--- config.mk ---
export PLATFORM = sky130hd
export DESIGN_NAME = msf_config
export DESIGN_NICKNAME = d
export VERILOG_FILES = /design/src/shared/msf_pkg.sv /design/src/rtl/msf_config.sv /design/src/rtl/msf_sample_div.sv /design/src/rtl/msf_blank_timer.sv
export SDC_FILE = /design/constraint.sdc
export NUM_CORES = 1
export LEC_CHECK = 0
export BUFFER_PORTS_ARGS = -buffer_cell sky130_fd_sc_hd__buf_2
export CAP_MARGIN = 25
export CORE_UTILIZATION = 35
export CTS_CLUSTER_SIZE = 8
export DETAILED_ROUTE_END_ITERATION = 7
export PLACE_DENSITY_LB_ADDON = 0.12
export SYNTH_ARGS = -nofsm -noshare
export SYNTH_HDL_FRONTEND = slang
export SYNTH_SLANG_ARGS = --single-unit
export TNS_END_PERCENT = 1
--- constraint.sdc ---
create_clock -name pclk -period 63.1 [get_ports pclk]
set_clock_uncertainty 0.2 [all_clocks]
set_input_delay 9.465 -clock pclk [delete_from_list [all_inputs] [get_ports pclk]]
set_output_delay 9.465 -clock pclk [all_outputs]
set_load 0.02 [all_outputs]
--- src/shared/msf_pkg.sv ---
// Shared constants and types for the motor sense filter configuration block
package msf_pkg;
  // Register byte offsets
  localparam logic [7:0] MSF_OFS_TACHO_POL = 8'h00;
  localparam logic [7:0] MSF_OFS_ZC_FILTER = 8'h04;
  localparam logic [7:0] MSF_OFS_SAMPLE_CTRL = 8'h08;
  localparam logic [7:0] MSF_OFS_MODE_CTRL = 8'h0c;
  localparam logic [7:0] MSF_OFS_STATUS = 8'h10;
  // Reset values
  localparam logic [7:0] MSF_RST_TACHO_POL = 8'h00;
  localparam logic [7:0] MSF_RST_ZC_FILTER = 8'h0f;
  localparam logic [7:0] MSF_RST_SAMPLE_CTRL = 8'h00;
  localparam logic [3:0] MSF_RST_MODE_CTRL = 4'h0;
  // Writable bit masks; sampling control bits 6:4 stay zero
  localparam logic [7:0] MSF_MASK_SAMPLE_CTRL = 8'h8f;
  // Field positions
  localparam int MSF_TES_LSB = 6;
  localparam int MSF_ZEF_LSB = 4;
  localparam int MSF_ZSV_BIT = 7;
  localparam int MSF_SCF_LSB = 2;
  localparam int MSF_ECM_BIT = 1;
  localparam int MSF_HIZ_BIT = 0;
  localparam int MSF_MODE_SENSOR_BIT = 0;
  localparam int MSF_MODE_INDEP_BIT = 1;
  localparam int MSF_MODE_MOE_BIT = 2;
  localparam int MSF_MODE_PWM_BIT = 3;
  // Tacho edge codes
  localparam logic [1:0] MSF_TES_NONE = 2'h0;
  localparam logic [1:0] MSF_TES_RISE = 2'h1;
  localparam logic [1:0] MSF_TES_FALL = 2'h2;
  localparam logic [1:0] MSF_TES_BOTH = 2'h3;
  // Timing, in ns, as printed for the window and sampling tables; then the clock in kHz and the base divide in cycles
  localparam int MSF_BLANK_STEP_LO_NS = 5000;
  localparam int MSF_BLANK_BASE_HI_NS = 60000;
  localparam int MSF_BLANK_STEP_HI_NS = 20000;
  localparam int MSF_SAMPLE_BASE_NS = 1000;
  localparam int MSF_CLK_KHZ = 10000;
  localparam int MSF_SAMPLE_BASE_DIV = MSF_SAMPLE_BASE_NS * MSF_CLK_KHZ / 1000000;

  typedef struct packed {
    logic [1:0] tacho_edge_sel;
    logic [5:0] polarity;
    logic [3:0] zc_event_count;
    logic [3:0] zc_blank_window;
    logic zc_sampling_valid;
    logic [1:0] sample_clock_sel;
    logic encoder_capture_src;
    logic unused_input_hiz;
    logic sensor_select;
    logic independent_phases;
    logic main_output_enable;
    logic zc_sample_at_pwm;
  } msf_cfg_t;

  typedef enum logic [1:0] {
    MSF_IDLE = 2'h0,
    MSF_BLANK = 2'h1,
    MSF_COUNT = 2'h3,
    MSF_DONE = 2'h2
  } msf_state_t;
endpackage : msf_pkg

--- src/rtl/msf_config.sv ---
// Motor sense filter configuration: APB registers, zc filter, blanking, capture
//
// What this block does
// - Edge select 00 means position sensor or sensorless mode, not speed sensor.
// - Edge codes 01 rise, 10 fall, 11 both; each selects speed sensor mode.
// - Polarity bit 0 gives active-high channel, 1 gives active-low channel.
// - Polarity bits are ignored while independent phases is set.
// - Zc event needs count field plus one consecutive valid samples.
// - Zc samples come at sampling clock rate or at PWM rate.
// - Each demag event in sensorless mode with zc sampling enabled starts a blanking window that hides zc detection.
// - Sensorless window 5..40 us step 5, then 60..200 us step 20; none with sensors.
// - Sampling valid bit gates zc sampling while main output enable is low.
// - Sampling clock is 1 MHz, 500, 250 or 125 kHz for codes 00..11.
// - Encoder capture on real-time tick, or on timer high byte read.
// - Unused inputs grounded or high-Z only with phases 0, edges 00, sensorless.
// - Reset: tacho/polarity and sampling registers 00, filter register 0F.
//
// Added by the designer: the address map and the APB interface to the registers.
`timescale 1ns/1ps
module msf_config
  import msf_pkg::*;
#(
  parameter int CLK_KHZ = MSF_CLK_KHZ,
  parameter int TIMER_WIDTH = 16
)
(
  input wire logic pclk,
  input wire logic presetn,
  input wire logic psel,
  input wire logic penable,
  input wire logic pwrite,
  input wire logic [7:0] paddr,
  input wire logic [31:0] pwdata,
  output logic [31:0] prdata,
  output logic pready,
  output logic pslverr,
  input wire logic demag_in,
  input wire logic zc_in,
  input wire logic tacho_in,
  input wire logic pwm_sample,
  input wire logic rtc_tick,
  input wire logic timer_high_byte_read,
  input wire logic [TIMER_WIDTH-1:0] timer_value,
  input wire logic [5:0] phase_drive,
  output logic [5:0] phase_out,
  output logic zc_event,
  output logic blanking,
  output logic speed_sensor_mode,
  output logic tacho_capture,
  output logic [TIMER_WIDTH-1:0] timer_capture,
  output logic unused_ground,
  output logic unused_hiz
);
  localparam int BW = 12;
  localparam int SAMPLE_DIV = MSF_SAMPLE_BASE_NS * CLK_KHZ / 1000000;

  initial
  begin
    if (CLK_KHZ < 2000 || CLK_KHZ > 10000)
    begin
      $error("CLK_KHZ outside 2000..10000");
    end
    if (TIMER_WIDTH < 1 || TIMER_WIDTH > 16)
    begin
      $error("TIMER_WIDTH outside 1..16");
    end
  end

  // Window length in clock cycles for a window code
  function automatic logic [BW-1:0] blank_cycles(input logic [3:0] code);
    logic [47:0] ns;
    logic [47:0] cyc;
    ns = 48'(MSF_BLANK_STEP_LO_NS) * 48'(code + 4'h1);
    if (code[3])
    begin
      ns = 48'(MSF_BLANK_BASE_HI_NS) + 48'(MSF_BLANK_STEP_HI_NS) * 48'(code[2:0]);
    end
    cyc = ns * 48'(CLK_KHZ) / 48'd1000000;
    blank_cycles = BW'(cyc);
  endfunction : blank_cycles

  // Byte decode shared by read and write paths
  function automatic logic [2:0] reg_index(input logic [7:0] addr);
    case (addr)
      MSF_OFS_TACHO_POL: reg_index = 3'h0;
      MSF_OFS_ZC_FILTER: reg_index = 3'h1;
      MSF_OFS_SAMPLE_CTRL: reg_index = 3'h2;
      MSF_OFS_MODE_CTRL: reg_index = 3'h3;
      MSF_OFS_STATUS: reg_index = 3'h4;
      default: reg_index = 3'h7;
    endcase
  endfunction : reg_index

  logic [7:0] tacho_and_polarity;
  logic [7:0] zero_cross_filter;
  logic [7:0] sampling_clock_ctrl;
  logic [3:0] mode_ctrl;
  msf_cfg_t cfg;
  msf_state_t state;
  msf_state_t next_state;
  logic [2:0] sync_a;
  logic [2:0] sync_b;
  logic demag_q;
  logic tacho_q;
  logic demag_rise;
  logic tacho_rise;
  logic tacho_fall;
  logic sample_tick;
  logic sample_strobe;
  logic sample_en;
  logic blank_busy;
  logic blank_load;
  logic [4:0] zc_count;
  logic [4:0] zc_target;
  logic wr_access;
  logic setup;
  logic [2:0] idx;

  // APB decode
  assign setup = psel && !penable;
  assign wr_access = psel && penable && pwrite;
  assign idx = reg_index(paddr);
  assign pready = 1'b1;

  // Configuration view of the registers
  always_comb
  begin
    cfg.tacho_edge_sel = tacho_and_polarity[MSF_TES_LSB +: 2];
    cfg.polarity = tacho_and_polarity[5:0];
    cfg.zc_event_count = zero_cross_filter[MSF_ZEF_LSB +: 4];
    cfg.zc_blank_window = zero_cross_filter[3:0];
    cfg.zc_sampling_valid = sampling_clock_ctrl[MSF_ZSV_BIT];
    cfg.sample_clock_sel = sampling_clock_ctrl[MSF_SCF_LSB +: 2];
    cfg.encoder_capture_src = sampling_clock_ctrl[MSF_ECM_BIT];
    cfg.unused_input_hiz = sampling_clock_ctrl[MSF_HIZ_BIT];
    cfg.sensor_select = mode_ctrl[MSF_MODE_SENSOR_BIT];
    cfg.independent_phases = mode_ctrl[MSF_MODE_INDEP_BIT];
    cfg.main_output_enable = mode_ctrl[MSF_MODE_MOE_BIT];
    cfg.zc_sample_at_pwm = mode_ctrl[MSF_MODE_PWM_BIT];
  end

  // Register writes
  always_ff @(posedge pclk or negedge presetn)
  begin
    if (!presetn)
    begin
      tacho_and_polarity <= MSF_RST_TACHO_POL;
      zero_cross_filter <= MSF_RST_ZC_FILTER;
      sampling_clock_ctrl <= MSF_RST_SAMPLE_CTRL;
      mode_ctrl <= MSF_RST_MODE_CTRL;
    end
    else if (wr_access)
    begin
      case (idx)
        3'h0: tacho_and_polarity <= pwdata[7:0];
        3'h1: zero_cross_filter <= pwdata[7:0];
        // Reserved bits are forced low so a careless write cannot set them
        3'h2: sampling_clock_ctrl <= pwdata[7:0] & MSF_MASK_SAMPLE_CTRL;
        3'h3: mode_ctrl <= pwdata[3:0];
        default: mode_ctrl <= mode_ctrl;
      endcase
    end
  end

  // Read data and error are captured in setup so the access needs no wait
  always_ff @(posedge pclk or negedge presetn)
  begin
    if (!presetn)
    begin
      prdata <= '0;
      pslverr <= 1'b0;
    end
    else if (setup)
    begin
      pslverr <= (idx == 3'h7);
      case (idx)
        3'h0: prdata <= {24'h0, tacho_and_polarity};
        3'h1: prdata <= {24'h0, zero_cross_filter};
        3'h2: prdata <= {24'h0, sampling_clock_ctrl};
        3'h3: prdata <= {28'h0, mode_ctrl};
        3'h4: prdata <= {16'(timer_capture), 7'h0, zc_count, blank_busy,
                         speed_sensor_mode, 2'(state)};
        default: prdata <= '0;
      endcase
    end
  end

  // Comparator and tacho pins cross in through two flops
  always_ff @(posedge pclk or negedge presetn)
  begin
    if (!presetn)
    begin
      sync_a <= '0;
      sync_b <= '0;
    end
    else
    begin
      sync_a <= {tacho_in, zc_in, demag_in};
      sync_b <= sync_a;
    end
  end

  always_ff @(posedge pclk or negedge presetn)
  begin
    if (!presetn)
    begin
      demag_q <= 1'b0;
      tacho_q <= 1'b0;
    end
    else
    begin
      demag_q <= sync_b[0];
      tacho_q <= sync_b[2];
    end
  end

  assign demag_rise = sync_b[0] && !demag_q;
  assign tacho_rise = sync_b[2] && !tacho_q;
  assign tacho_fall = !sync_b[2] && tacho_q;

  // Tacho edge sensitivity and operating mode
  assign speed_sensor_mode = (cfg.tacho_edge_sel != MSF_TES_NONE);

  always_ff @(posedge pclk or negedge presetn)
  begin
    if (!presetn)
    begin
      tacho_capture <= 1'b0;
    end
    else
    begin
      case (cfg.tacho_edge_sel)
        MSF_TES_RISE: tacho_capture <= tacho_rise;
        MSF_TES_FALL: tacho_capture <= tacho_fall;
        MSF_TES_BOTH: tacho_capture <= tacho_rise || tacho_fall;
        default: tacho_capture <= 1'b0;
      endcase
    end
  end

  // Encoder timer capture
  always_ff @(posedge pclk or negedge presetn)
  begin
    if (!presetn)
    begin
      timer_capture <= '0;
    end
    else if (speed_sensor_mode)
    begin
      if (cfg.encoder_capture_src ? timer_high_byte_read : rtc_tick)
      begin
        timer_capture <= timer_value;
      end
    end
  end

  // Output polarity, bypassed for three independent phases
  always_ff @(posedge pclk or negedge presetn)
  begin
    if (!presetn)
    begin
      phase_out <= '0;
    end
    else if (cfg.independent_phases)
    begin
      phase_out <= phase_drive;
    end
    else
    begin
      phase_out <= phase_drive ^ cfg.polarity;
    end
  end

  // Unused phase input handling
  always_ff @(posedge pclk or negedge presetn)
  begin
    if (!presetn)
    begin
      unused_ground <= 1'b0;
      unused_hiz <= 1'b0;
    end
    else
    begin
      unused_ground <= !cfg.independent_phases && !speed_sensor_mode
                       && !cfg.sensor_select && !cfg.unused_input_hiz;
      unused_hiz <= !cfg.independent_phases && !speed_sensor_mode
                    && !cfg.sensor_select && cfg.unused_input_hiz;
    end
  end

  msf_sample_div #(
    .BASE_DIV(SAMPLE_DIV)
  ) u_div (
    .pclk(pclk),
    .presetn(presetn),
    .sample_clock_sel(cfg.sample_clock_sel),
    .sample_tick(sample_tick)
  );

  // Sample source and enable; a running output stage always samples
  assign sample_strobe = cfg.zc_sample_at_pwm ? pwm_sample : sample_tick;
  assign sample_en = cfg.main_output_enable || cfg.zc_sampling_valid;

  // Sensors need no window, so the timer is only loaded when sensorless
  assign blank_load = demag_rise && sample_en && !cfg.sensor_select;

  msf_blank_timer #(
    .WIDTH(BW)
  ) u_blank (
    .pclk(pclk),
    .presetn(presetn),
    .load(blank_load),
    .load_value(blank_cycles(cfg.zc_blank_window)),
    .busy(blank_busy)
  );

  assign blanking = blank_busy || (state == MSF_BLANK);
  assign zc_target = {1'b0, cfg.zc_event_count} + 5'h1;

  // Filter sequencing: blank, count, then hold until the next demag
  always_comb
  begin
    next_state = state;
    case (state)
      MSF_IDLE:
      begin
        if (sample_en)
        begin
          next_state = MSF_COUNT;
        end
      end
      MSF_BLANK:
      begin
        if (!blank_busy)
        begin
          next_state = MSF_COUNT;
        end
      end
      MSF_COUNT:
      begin
        if (sample_strobe && sync_b[1] && (zc_count + 5'h1 >= zc_target))
        begin
          next_state = MSF_DONE;
        end
      end
      MSF_DONE:
      begin
        next_state = MSF_DONE;
      end
      default: next_state = MSF_IDLE;
    endcase
    if (!sample_en)
    begin
      next_state = MSF_IDLE;
    end
    else if (demag_rise)
    begin
      next_state = cfg.sensor_select ? MSF_COUNT : MSF_BLANK;
    end
  end

  always_ff @(posedge pclk or negedge presetn)
  begin
    if (!presetn)
    begin
      state <= MSF_IDLE;
    end
    else
    begin
      state <= next_state;
    end
  end

  // Consecutive sample counter; a low sample breaks the run
  always_ff @(posedge pclk or negedge presetn)
  begin
    if (!presetn)
    begin
      zc_count <= '0;
    end
    else if (state != MSF_COUNT || demag_rise)
    begin
      zc_count <= '0;
    end
    else if (sample_strobe)
    begin
      zc_count <= sync_b[1] ? zc_count + 5'h1 : 5'h0;
    end
  end

  always_ff @(posedge pclk or negedge presetn)
  begin
    if (!presetn)
    begin
      zc_event <= 1'b0;
    end
    else
    begin
      zc_event <= (state == MSF_COUNT) && (next_state == MSF_DONE);
    end
  end
endmodule : msf_config

--- src/rtl/msf_sample_div.sv ---
// Sampling clock divider producing one-cycle enable pulses
`timescale 1ns/1ps
module msf_sample_div
  import msf_pkg::*;
#(
  parameter int BASE_DIV = MSF_SAMPLE_BASE_DIV
)
(
  input wire logic pclk,
  input wire logic presetn,
  input wire logic [1:0] sample_clock_sel,
  output logic sample_tick
);
  localparam int CW = $clog2(BASE_DIV * 8 + 1);
  logic [CW-1:0] count;
  logic [CW-1:0] period;

  initial
  begin
    if (BASE_DIV < 2)
    begin
      $error("BASE_DIV must be at least 2");
    end
  end

  // Period doubles with each step of the select code
  assign period = CW'(BASE_DIV << sample_clock_sel);

  always_ff @(posedge pclk or negedge presetn)
  begin
    if (!presetn)
    begin
      count <= '0;
      sample_tick <= 1'b0;
    end
    else if (count >= period - CW'(1))
    begin
      count <= '0;
      sample_tick <= 1'b1;
    end
    else
    begin
      count <= count + CW'(1);
      sample_tick <= 1'b0;
    end
  end
endmodule : msf_sample_div

--- src/rtl/msf_blank_timer.sv ---
// Loadable down counter timing the blanking window after a demag event
`timescale 1ns/1ps
module msf_blank_timer
#(
  parameter int WIDTH = 12
)
(
  input wire logic pclk,
  input wire logic presetn,
  input wire logic load,
  input wire logic [WIDTH-1:0] load_value,
  output logic busy
);
  logic [WIDTH-1:0] remain;

  initial
  begin
    if (WIDTH < 2)
    begin
      $error("WIDTH must be at least 2");
    end
  end

  always_ff @(posedge pclk or negedge presetn)
  begin
    if (!presetn)
    begin
      remain <= '0;
    end
    else if (load)
    begin
      remain <= load_value;
    end
    else if (remain != '0)
    begin
      remain <= remain - WIDTH'(1);
    end
  end

  assign busy = (remain != '0);
endmodule : msf_blank_timer

==> out/metrics.cfg <==
[job]
max_cap_violations=0

[worst_setup_path]
worstPathArrival_ns=28.20
critical_path_class=flip-flop to flip-flop
start_kind=flip-flop
worstSetupEndpointType=flip-flop
cp_slowest_cell=a21oi_1
cpMostUsedCell=ha_1
worstPathRequired_ns=63.15
crit_path_max_incr_delay_ns=0.81
worst-path-max-fanout=18

[floorplan]
std_cell_rows=83
fp.coreArea_um2=51700
die_w_um=232
start_util_pct=35.7
die_h_um=232
die_area_um2=53700
pin_count=135

[clock_network]
cts_max_level=3
hold_buffers=0
cts-resized-gates=0
clock-root-buffer=clkbuf_16
cts_made_buffers=9
path_clk_slew_ns=0.07
post_cts_buffers=0
cts.sinks=112
insertion_delay_ns=0.35
cts_buffer_depth=2
cts_tree=yes

[finish]
mostFrequentLayoutCells=245 x nand2_1, 173 x nor2_1, 163 x inv_1, 139 x o21ai_0, 128 x ha_1
drive_above_1_share_pct=12.4
seq_area_um2=2810
final_common_cell=nand2_1
multi_input_comb_area_um2=14700
nets=2651
fillCellCount=5471
diodes=0
syn_to_final_growth_pct=7.51
fin_util_pct=38.4

[placed_design]
portBuffers=102
dp_hpwl_um=45400
place_congestion=0.883

[detailed_routing]
viasPerCell=5.76
drcViolationCount=0
initialDrtViolationCount=1237
routedWlPerCell_um=18.1
drt_wl_total_um=55800
vias=17800
antenna_left=0
first_pass_iters=5

[global_route]
grt_use_total_pct=20.6
grt_max_degree=66
antenna_found_initial=0
grt_pass1_wl_um=91500
grt_pass1_vias=16800
overflow=0

[synth]
synthCells=2363
synth_edf_count=0
syn-cell-area_um2=18500
ys.flop_type=dfrtp_1
ys_warn_count=0
async_reset_ff_share_pct=100
ys_ff_latch=112
syn_area_per_cell_um2=7.82
synth-seq-area-share_pct=15.2
netlist-cell-type-count=135

[timing]
period_share_pct=44.6
rsz0062_at_grt=false
final.setup.tns_ns=0
finalSetupViolations=0
period_minus_slack_ns=28.15
tightest_slew_ns=1.02
hold_viol_final=0
fmax_mhz=35.5
slew_headroom_pct=32.2
slew_violations=0

[worst_hold_path]
worstHoldPathType=flip-flop to flip-flop

[outcome]
status=finished clean

==> Yosys cell counts (all sizes together) (42+ instances only) <==
master  count  share of area (%)
o21ai     167                4.6
inv       163                3.3
clkbuf     54                1.1
fa         42                4.5
nand2     247                5.0
mux2       50                3.1
a31oi      47                1.9
nor3       63                1.7
nor2      175                3.6
xnor2     124                6.1
ha        128                8.7
dfrtp     108                 15
nand3      84                2.3
a21oi     126                3.6
xor2       44                2.3
==> worst paths after layout <==
path	from	end	slack, ns	depth (start not counted)
setup / recovery	zero_cross_filter[0]	u_blank.remain[0]	34.95	76
hold / removal	sync_a[2]	sync_b[2]	0.15	0
setup reg to reg	zero_cross_filter[0]	u_blank.remain[0]	34.95	76
hold reg to reg	sync_a[2]	sync_b[2]	0.15	0
max in group asynchronous	presetn	prdata[6]	52.47	2
min in group asynchronous	presetn	timer_capture[10]	8.92	1
==> metrics by stage <==
stage | std cells | instance area (um^2) | worst slack [ns] | hold WS [ns]
after floorplan | 2369 | 18500 | 41.83 | 0.131
after global placement | 3077 | 19600 | 34.95 | 0.139
after detailed placement | 3077 | 19600 | 34.92 | 0.139
after CTS | 3092 | 19900 | 34.92 | 0.156
after global routing | 3092 | 19900 | 32.66 | 0.159
final | 3092 | 19900 | 34.95 | 0.152
==> kinds of logic (layout without fill, tap and decap cells) <==
logic type / after synthesis / count (layout) / synth area share [%]
AOI/OAI and AO/OA: 719 / 719 / 28.9
xor gates and xnor gates: 168 / 168 / 8.49
adders and majority gates: 176 / 176 / 13.5
buffers and inverters: 255 / 298 / 5.60
DFF: 112 / 112 / 15.2
muxes: 90 / 90 / 5.34
other: 2 / 8 / 0.0406
and+or+nand+nor: 841 / 841 / 22.9
==> per-layer routing <==
metal / up-vias / track usage [%] / wire length [um]
li1: 8847 / - / -
met1: 8573 / 28.9 / 27300
met2: 371 / 35.0 / 26200
met3: 33 / 1.19 / 1870
met4: 0 / 2.94 / 494
met5: - / 0 / 0
==> sequential cells by signal (all words and copies together) (netlist names), 6 cells and up <==
name and count:
u_div.count 7, phase_out 6, tacho_and_polarity 8, u_blank.remain 12, zero_cross_filter 8, prdata 25
timer_capture 16
==> critical path, delay by kind of cell, from the launching register on <==
| family | cells | cell delay, ns |
|---|---|---|
| xor+xnor | 6 | 2.90 |
| fa+ha+maj | 11 | 4.37 |
| mux | 5 | 1.67 |
| compound gates | 36 | 14.06 |
| buf+inv | 6 | 0.60 |
| simple gates | 12 | 3.39 |
| flops | 1 | 0.78 |
==> final cells by class <==
| cell class | count | area share (%) |
|---|---|---|
| Clock buffer | 10 | 1.15 |
| Multi-Input combinational cell | 2002 | 73.8 |
| Clock inverter | 5 | 0.296 |
| Inverter | 164 | 3.10 |
| Timing Repair Buffer | 119 | 3.22 |
| Sequential cell | 112 | 14.1 |
| Tap cell | 680 | 4.28 |
Power is left out: the tool's default activity adds up to more than one toggle a clock period on the data nets, which glitch-free logic cannot reach.
